### config.mk
export PLATFORM = sky130hd
export DESIGN_NAME = frc_top
export DESIGN_NICKNAME = d
export VERILOG_FILES = /design/src/inc/frc_pkg.sv /design/src/core/frc_top.sv
export SDC_FILE = /design/constraint.sdc
export NUM_CORES = 1
export LEC_CHECK = 0
export ABC_CLOCK_PERIOD_IN_PS = 3900
export BUFFER_PORTS_ARGS = -buffer_cell sky130_fd_sc_hd__buf_2
export CORE_MARGIN = 3
export CORE_UTILIZATION = 47
export CTS_BUF_LIST = sky130_fd_sc_hd__clkbuf_8
export DETAILED_ROUTE_END_ITERATION = 10
export MAX_ROUTING_LAYER = met4
export REMOVE_ABC_BUFFERS = 1
export SYNTH_ARGS = -nofsm -noshare
export SYNTH_HDL_FRONTEND = slang
export SYNTH_SLANG_ARGS = --single-unit
### constraint.sdc
create_clock -name CORE_CLK -period 3.9 [get_ports CORE_CLK]
set_clock_uncertainty 0.2 [all_clocks]
set_input_delay 0.78 -clock CORE_CLK [delete_from_list [all_inputs] [get_ports CORE_CLK]]
set_output_delay 0.78 -clock CORE_CLK [all_outputs]
set_load 0.02 [all_outputs]
### src/inc/frc_pkg.sv
// Purpose: constants and types for the flash read control register block
// Assumes: 32-bit APB, word aligned registers
// Notes: offsets are byte addresses relative to the block base
package frc_pkg;
    localparam logic [11:0] OFS_OP_CONTROL = 12'h0a00;
    localparam logic [11:0] OFS_UNLOCK_KEY = 12'h0a10;
    localparam logic [11:0] OFS_TARGET_ADDR = 12'h0a20;
    localparam logic [11:0] OFS_WRITE_DATA0 = 12'h0a30;
    localparam logic [11:0] OFS_WRITE_DATA1 = 12'h0a40;
    localparam logic [11:0] OFS_WRITE_DATA2 = 12'h0a50;
    localparam logic [11:0] OFS_WRITE_DATA3 = 12'h0a60;
    localparam logic [11:0] OFS_ROW_SRC_ADDR = 12'h0a70;
    localparam logic [11:0] OFS_PROG_WP = 12'h0a80;
    localparam logic [11:0] OFS_BOOT_WP = 12'h0a90;
    localparam logic [11:0] OFS_READ_CONTROL = 12'h0aa0;
    // own choice: cache wait field register
    localparam logic [11:0] OFS_CACHE_CONTROL = 12'h0b00;
    // alias sub-offsets
    localparam logic [3:0] SUB_PLAIN = 4'h0;
    localparam logic [3:0] SUB_CLR = 4'h4;
    localparam logic [3:0] SUB_SET = 4'h8;
    localparam logic [3:0] SUB_INV = 4'hc;
    // reset values
    localparam logic [31:0] RST_ZERO = 32'h0000_0000;
    localparam logic [31:0] RST_PROG_WP = 32'h8000_0000;
    localparam logic [31:0] RST_BOOT_WP = 32'h0000_9fdf;
    localparam logic [31:0] RST_READ_CONTROL = 32'h001f_0000;
    // implemented bit masks
    localparam logic [31:0] MASK_OP_CONTROL = 32'h0000_f0cf;
    localparam logic [31:0] MASK_PROG_WP = 32'h80ff_ffff;
    localparam logic [31:0] MASK_BOOT_WP = 32'h0000_9f9f;
    localparam logic [31:0] MASK_READ_CONTROL = 32'hf01f_b3c0;
    localparam logic [31:0] MASK_CACHE_CONTROL = 32'h0000_0007;
    // locked bits of read control: low power select, count, panel reads
    localparam logic [31:0] MASK_READ_LOCKED = 32'h001f_b000;
    // field positions
    localparam int POS_WRITE_ENABLE = 14;
    localparam int POS_LP_SELECT = 15;
    localparam int POS_VERIFY_READ = 12;
    localparam int POS_LP_COUNT = 16;
    localparam int POS_ERASE_TALLY = 28;
    localparam int POS_CACHE_WAIT = 0;
    // unlock key words
    localparam logic [31:0] KEY_FIRST = 32'haa99_6655;
    localparam logic [31:0] KEY_SECOND = 32'h5566_99aa;
    localparam logic [23:0] PANEL_SIZE_BYTES = 24'h04_0000;
    typedef enum logic [1:0] {KEY_IDLE, KEY_HALF, KEY_OPEN} frc_key_e;
    typedef enum logic [0:0] {RD_IDLE, RD_BUSY} frc_rd_e;
endpackage

### src/core/frc_top.sv
// Purpose: flash controller register set and read wait-state sequencer
// Assumes: single CORE_CLK domain, APB slave, one-cycle access phase
// Notes: flash read requests arrive from same-clock fabric logic
// Notes: read data and error are prepared in the setup cycle
`timescale 1ns/1ps
`default_nettype none
module frc_top
    import frc_pkg::*;
#(
    parameter int LP_WIDTH = 5
) (
    // clock and reset
    input wire logic CORE_CLK,
    input wire logic ARST_N,
    // apb slave
    input wire logic PSEL,
    input wire logic PENABLE,
    input wire logic PWRITE,
    input wire logic [11:0] PADDR,
    input wire logic [31:0] PWDATA,
    output logic [31:0] PRDATA,
    output logic PREADY,
    output logic PSLVERR,
    // flash read port
    input wire logic RD_REQ,
    input wire logic [23:0] RD_ADDR,
    output logic RD_BUSY,
    output logic RD_DONE,
    output logic RD_LOW_POWER,
    output logic [4:0] RD_WAIT_ACTIVE
);
    typedef struct packed {
        logic [31:0] op_control;
        logic [31:0] unlock_key;
        logic [31:0] target_addr;
        logic [31:0] data0;
        logic [31:0] data1;
        logic [31:0] data2;
        logic [31:0] data3;
        logic [31:0] row_src;
        logic [31:0] prog_wp;
        logic [31:0] boot_wp;
        logic [31:0] read_control;
        logic [31:0] cache_control;
        frc_key_e key;
        frc_rd_e rd;
        logic [4:0] wait_cnt;
        logic [4:0] wait_lat;
        logic low_pwr;
        logic busy;
        logic pready;
        logic [31:0] prdata;
        logic pslverr;
        logic done;
    } frc_state_s;

    frc_state_s q;
    frc_state_s next_q;

    logic [31:0] old_val;
    logic [31:0] new_val;
    logic [31:0] mask;
    logic alias_ok;
    logic hit;
    logic [11:0] base;
    logic [3:0] sub;
    logic [4:0] wait_sel;
    logic same_panel;
    logic wr;
    logic setup;

    // combine a stored value with a write through the alias kind
    function automatic logic [31:0] apply_alias(
        input logic [31:0] cur,
        input logic [31:0] wdata,
        input logic [3:0] kind
    );
        logic [31:0] res;
        res = wdata;
        case (kind)
            SUB_CLR: res = cur & ~wdata;
            SUB_SET: res = cur | wdata;
            SUB_INV: res = cur ^ wdata;
            default: res = wdata;
        endcase
        return res;
    endfunction

    always_comb begin
        next_q = q;
        // base picks the register, sub the alias kind
        base = {PADDR[11:4], 4'h0};
        sub = PADDR[3:0];
        // a transfer counts only at the edge where PREADY stands high
        wr = PSEL && PENABLE && PWRITE && q.pready;
        setup = PSEL && !PENABLE;
        hit = 1'b1;
        alias_ok = 1'b0;
        old_val = RST_ZERO;
        mask = RST_ZERO;
        new_val = RST_ZERO;
        next_q.pslverr = 1'b0;
        next_q.done = 1'b0;
        case (base)
            OFS_OP_CONTROL: begin
                old_val = q.op_control;
                mask = MASK_OP_CONTROL;
                alias_ok = 1'b1;
            end
            OFS_UNLOCK_KEY: begin
                old_val = q.unlock_key;
                mask = '1;
            end
            OFS_TARGET_ADDR: begin
                old_val = q.target_addr;
                mask = '1;
                alias_ok = 1'b1;
            end
            OFS_WRITE_DATA0: begin
                old_val = q.data0;
                mask = '1;
            end
            OFS_WRITE_DATA1: begin
                old_val = q.data1;
                mask = '1;
            end
            OFS_WRITE_DATA2: begin
                old_val = q.data2;
                mask = '1;
            end
            OFS_WRITE_DATA3: begin
                old_val = q.data3;
                mask = '1;
            end
            OFS_ROW_SRC_ADDR: begin
                old_val = q.row_src;
                mask = '1;
            end
            OFS_PROG_WP: begin
                old_val = q.prog_wp;
                mask = MASK_PROG_WP;
                alias_ok = 1'b1;
            end
            OFS_BOOT_WP: begin
                old_val = q.boot_wp;
                mask = MASK_BOOT_WP;
                alias_ok = 1'b1;
            end
            OFS_READ_CONTROL: begin
                old_val = q.read_control;
                mask = MASK_READ_CONTROL;
                alias_ok = 1'b1;
            end
            OFS_CACHE_CONTROL: begin
                old_val = q.cache_control;
                mask = MASK_CACHE_CONTROL;
            end
            default: hit = 1'b0;
        endcase

        // aliases exist only where listed; the key register has none
        if (sub != SUB_PLAIN && !alias_ok) begin
            hit = 1'b0;
        end
        // byte offsets inside a word are refused, not rounded down
        if (sub[1:0] != 2'b00) begin
            hit = 1'b0;
        end

        new_val = apply_alias(old_val, PWDATA, sub);
        // keep unimplemented bits at their stored value
        new_val = (new_val & mask) | (old_val & ~mask);

        // answer is prepared in setup so that it stands at the access edge
        next_q.pready = setup;
        if (setup) begin
            next_q.pslverr = !hit;
            if (!PWRITE) begin
                next_q.prdata = hit ? old_val : RST_ZERO;
            end
        end

        if (wr) begin
            if (hit) begin
                case (base)
                    OFS_OP_CONTROL: next_q.op_control = new_val;
                    OFS_UNLOCK_KEY: next_q.unlock_key = new_val;
                    OFS_TARGET_ADDR: next_q.target_addr = new_val;
                    OFS_WRITE_DATA0: next_q.data0 = new_val;
                    OFS_WRITE_DATA1: next_q.data1 = new_val;
                    OFS_WRITE_DATA2: next_q.data2 = new_val;
                    OFS_WRITE_DATA3: next_q.data3 = new_val;
                    OFS_ROW_SRC_ADDR: next_q.row_src = new_val;
                    OFS_PROG_WP: next_q.prog_wp = new_val;
                    OFS_BOOT_WP: next_q.boot_wp = new_val;
                    OFS_READ_CONTROL: begin
                        // erase tally is plain storage
                        if (q.op_control[POS_WRITE_ENABLE] ||
                            q.key != KEY_OPEN) begin
                            new_val = (new_val & ~MASK_READ_LOCKED) |
                                (q.read_control & MASK_READ_LOCKED);
                        end
                        next_q.read_control = new_val;
                    end
                    OFS_CACHE_CONTROL: next_q.cache_control = new_val;
                    default: hit = 1'b0;
                endcase
            end
        end

        // unlock sequence: two key words back to back, then one write
        if (wr && hit && base == OFS_UNLOCK_KEY) begin
            if (PWDATA == KEY_FIRST) begin
                next_q.key = KEY_HALF;
            end else if (PWDATA == KEY_SECOND && q.key == KEY_HALF) begin
                next_q.key = KEY_OPEN;
            end else begin
                next_q.key = KEY_IDLE;
            end
        end else if (wr && hit && base == OFS_READ_CONTROL) begin
            next_q.key = KEY_IDLE;
        end else if (wr && q.key == KEY_HALF) begin
            next_q.key = KEY_IDLE;
        end

        // wait source: low power count, zero on another panel, or cache field
        // the panel test matters only while verify read is set
        same_panel = (RD_ADDR / PANEL_SIZE_BYTES) ==
            (q.target_addr[23:0] / PANEL_SIZE_BYTES);
        if (q.read_control[POS_LP_SELECT]) begin
            wait_sel = q.read_control[POS_LP_COUNT +: LP_WIDTH];
        end else if (q.read_control[POS_VERIFY_READ] && !same_panel) begin
            wait_sel = 5'h00;
        end else begin
            wait_sel = {2'b00, q.cache_control[POS_CACHE_WAIT +: 3]};
        end
        case (q.rd)
            RD_IDLE: begin
                if (RD_REQ) begin
                    // latch source only at read start
                    next_q.wait_lat = wait_sel;
                    next_q.low_pwr = q.read_control[POS_LP_SELECT];
                    next_q.wait_cnt = wait_sel;
                    if (wait_sel == 5'h00) begin
                        next_q.done = 1'b1;
                    end else begin
                        next_q.rd = frc_pkg::RD_BUSY;
                        next_q.busy = 1'b1;
                    end
                end
            end
            // a request while busy is dropped, not queued
            frc_pkg::RD_BUSY: begin
                next_q.wait_cnt = q.wait_cnt - 5'h01;
                if (q.wait_cnt == 5'h01) begin
                    next_q.done = 1'b1;
                    next_q.rd = RD_IDLE;
                    next_q.busy = 1'b0;
                end
            end
            default: begin
                next_q.rd = RD_IDLE;
                next_q.busy = 1'b0;
            end
        endcase
    end

    // write protect and read control leave reset non-zero
    always_ff @(posedge CORE_CLK or negedge ARST_N) begin
        if (!ARST_N) begin
            q <= '0;
            q.prog_wp <= RST_PROG_WP;
            q.boot_wp <= RST_BOOT_WP;
            q.read_control <= RST_READ_CONTROL;
            q.key <= KEY_IDLE;
            q.rd <= RD_IDLE;
        end else begin
            q <= next_q;
        end
    end

    assign PRDATA = q.prdata;
    assign PREADY = q.pready;
    assign PSLVERR = q.pslverr;
    assign RD_BUSY = q.busy;
    assign RD_DONE = q.done;
    assign RD_LOW_POWER = q.low_pwr;
    assign RD_WAIT_ACTIVE = q.wait_lat;
endmodule
`default_nettype wire

==> run_results.csv <==
group,metric,value,unit
grt,grt_antenna_before_repair,1,
routing,via_per_inst,5.99,
pwr,p_sw,0.00260,W
pwr,p_sw_share,26.4,%
yosys,synthArstFlopShare,100,%
yosys,ys_types,90,
cts,clk_latency,0.68,ns
cts,clkSlewWorstSetupHoldPaths,0.06,ns
yosys,synth_top_family_by_area,"compound AO/OA/AOI/OAI gates",
yosys,synth_top_area_share,47.2,%
floorplan,die_w,222,um
yosys,synth-seq-cells,434,
floorplan,die_h,222,um
yosys,synth_compound_area_share,16.4,%
pwr,power_frac_comb,9.0,%
timing,slew_headroom,42.7,%
timing,fin_hold_ws,0.142,ns
critical_path,cp.required,4.23,ns
yosys,syn_inst,2247,
floorplan,num_rows,78,
cts,cts-root-buf,"clkbuf_8",
floorplan,pin_count,116,
routing,drt-total-wl,77900,um
status,status,"complete, no violations",
routing,drtIter0Drc,2223,
timing,hold_violations,0,
grt,grt_max_degree,111,
layout,drive_gt1_share,24.5,%
cts,post_cts_resize_count,0,
critical_path,critical_path.max_fanout,7,
floorplan,initial_core_util,48.0,%
layout,synthToLayoutAreaGrowth,17.7,%
yosys,ys.flop_type,"dfrtp_1",
pwr,p_int,0.00725,W
cts,cts_buffers,77,
critical_path,end_kind,"flop",
critical_path,crit_type,"in2reg",
layout,antenna_cells,0,
yosys,syn_area,0.0220,mm^2
grt,grt_pass1_vias,18500,
timing,setup_viol,0,
cts,cts_tree,"built",
timing,tightest_slew,0.853,ns
run,drv_cap,0,
cts,ctsHoldBuffers,1,
routing,avgRoutedWirePerCell,25.4,um
routing,first_pass_iters,6,
critical_path,arrival,3.76,ns
yosys,ys_seq_area_share,49.5,%
yosys,synth_xor_xnor_area_share,0.279,%
placement,gp_congestion,0.994,
yosys,yosys-top-cells-area,"dfrtp_1, mux2i_1, o21ai_0",
timing,rsz0062_at_grt,"false",
timing,slew_violations,0,
timing,max_freq,0.291,GHz
floorplan,coreArea,0.0458,mm^2
cts,cts_setup_buffers,0,
critical_path,start_kind,"input pin",
pwr,power_density,380,mW/mm^2
yosys,yosysWarnings,0,
routing,vias,18300,
pwr,p_leak,12.1,nW
yosys,synth-simple-area-share,13.9,%
yosys,synth-edff-count,0,
placement,place_hpwl,54100,um
grt,grt_pass1_wl,117000,um
grt,grt-ovfl-total,0,
pwr,p_total,0.00984,W
placement,place.port_buffers,97,
cts,cts_max_path_buffers,3,
grt,grtUsageTotal,32.4,%
floorplan,die-area,0.0494,mm^2
cts,htreeDepth,3,
yosys,synth-adder-area-share,3.30,%
timing,fin_crit_sh,88.1,%
pwr,seqPwrFrac,46.6,%
layout,fillerInstances,4006,
layout,nets,2531,
yosys,postSynthAreaPerCell,9.78,um^2
yosys,muxShareOfSynthArea,8.46,%
routing,drc_errors,0,
timing,finalCriticalPeriod,3.43,ns
pwr,clkPwrFrac,44.4,%
cts,clock-sinks,434,
pwr,vdd_drop_max,0.295,mV
yosys,synth_area_leader_cell,"dfrtp_1",
min_path,hold_path.class,"in2reg",
routing,ant_nets,0,
-- critical path, stage by stage --
cell,delay (ns)
buf_2,0.18
and4bb_2,0.34
and2_1,0.30
buf_4,0.21
buf_4,0.13
a221o_1,0.30
a211oi_2,0.35
ha_1,0.31
mux2i_1,0.15
mux2i_1,0.09
a21oi_1,0.17
nor2b_1,0.19
buf_4,0.17
o21ai_0,0.09
-- registers in the layout, summed over array words and instances (netlist names) --
register / count
PRDATA: 32
RD_BUSY: 1
RD_DONE: 1
PSLVERR: 1
PREADY: 1
q: 392
RD_LOW_POWER: 1
RD_WAIT_ACTIVE: 5
-- layer usage --
| layer | vias to the layer above | track usage (%) | routed length, um | share of wire (%) |
|---|---|---|---|---|
| met3 | 226 | 7.37 | 7380 | 9.5 |
| met4 | 0 | 12.6 | 3400 | 4.4 |
| li1 | 8115 | - | - | - |
| met1 | 9024 | 43.8 | 33000 | 42 |
| met2 | 959 | 47.7 | 34100 | 44 |
| met5 | - | - | 0 | 0 |
-- cells in the mapped netlist (all sizes together) (9+ instances only) --
cell type  count
dfstp         19
nor2b         14
mux4          10
nor3b          9
o211ai        22
o21ai        255
nand3         39
and2          11
nand2        315
nand3b         9
a21oi         61
dfrtp        415
clkbuf       169
and3          15
nor2          87
nand4         26
nor3          30
a211oi        13
nor4          18
a22oi         33
ha            58
buf          117
inv          109
mux2          35
a31oi         42
o2bb2ai       14
o22ai         14
mux2i        124
-- stage by stage --
| stage | TNS [ns] | utilization [%] | instance area (um^2) | instances | worst slack [ns] |
|---|---|---|---|---|---|
| after floorplan | -296.72 | - | 20600 | 1961 | -1.38 |
| after global placement | -2.96 | 53.0 | 24300 | 2919 | -0.117 |
| after detailed placement | -6.13 | 53.0 | 24300 | 2919 | -0.194 |
| after CTS | 0 | 56.5 | 25900 | 3060 | 0.489 |
| after global routing | 0 | 56.5 | 25900 | 3060 | 0.320 |
| final | 0 | 56.5 | 25900 | 3060 | 0.465 |
-- cell families (layout without fill, tap and decap cells) --
group	Yosys count	in the layout
and+or+nand+nor	625	625
adders and majority gates	58	58
buffers and inverters	396	609
DFF	434	434
xor gates and xnor gates	7	7
muxes	169	169
AOI/OAI and AO/OA	558	558
-- placed cells by master, fill, tap and decap left out, types with 8 or more instances in the layout --
cell type and count:
dfstp_2 19, nor3_1 25, nand2_1 313, buf_4 237, clkbuf_8 102, nand4_1 25, o211ai_1 18, a31oi_1 42
nand3_1 38, buf_2 94, buf_12 26, a21o_1 8, nor2b_1 13, mux4_2 10, ha_1 58, o2bb2ai_1 14
nor4_1 12, o21ai_0 237, nand4b_1 8, o21ai_1 18, o22ai_1 14, a21oi_1 61, mux2_2 35, and2_1 10
a22oi_1 33, nand3b_1 9, and3_1 15, mux2i_1 124, nor2_1 83, dfrtp_1 415, inv_1 135
-- power groups by stage --
stage	registers, W	logic [W]	clock network, W
final	0.00459	0.000885	0.00437
after global routing	0.00459	0.000948	0.00465
after CTS	0.00459	0.000872	0.00446
after detailed placement	0.00467	0.000869	0
after global placement	0.00466	0.000853	0
after floorplan	0.00468	0.000324	0
-- final timing paths --
| check | from | endpoint | slack (ns) | cells past startpoint |
|---|---|---|---|---|
| setup / recovery | PADDR[8] | q[361] | 0.47 | 14 |
| hold / removal | PENABLE | PREADY | 0.14 | 2 |
| setup reg to reg | q[211] | q[403] | 0.72 | 13 |
| hold reg to reg | q[120] | q[120] | 0.17 | 0 |
| max in group asynchronous | ARST_N | q[193] | 1.87 | 4 |
| min in group asynchronous | ARST_N | q[430] | 0.42 | 2 |
-- area by class of cell --
class                      instances  area [um^2]  area share, %
clock buffer                     102         1400           5.43
tap                              600          751           2.90
multi-input combinational       1417         9430           36.4
sequential                       434        10900           42.1
timing repair buffer             359         2800           10.8
inverter                         110          413           1.60
clock inverter                    38          194          0.750
Note: power is estimated with default switching activity, not from simulation.
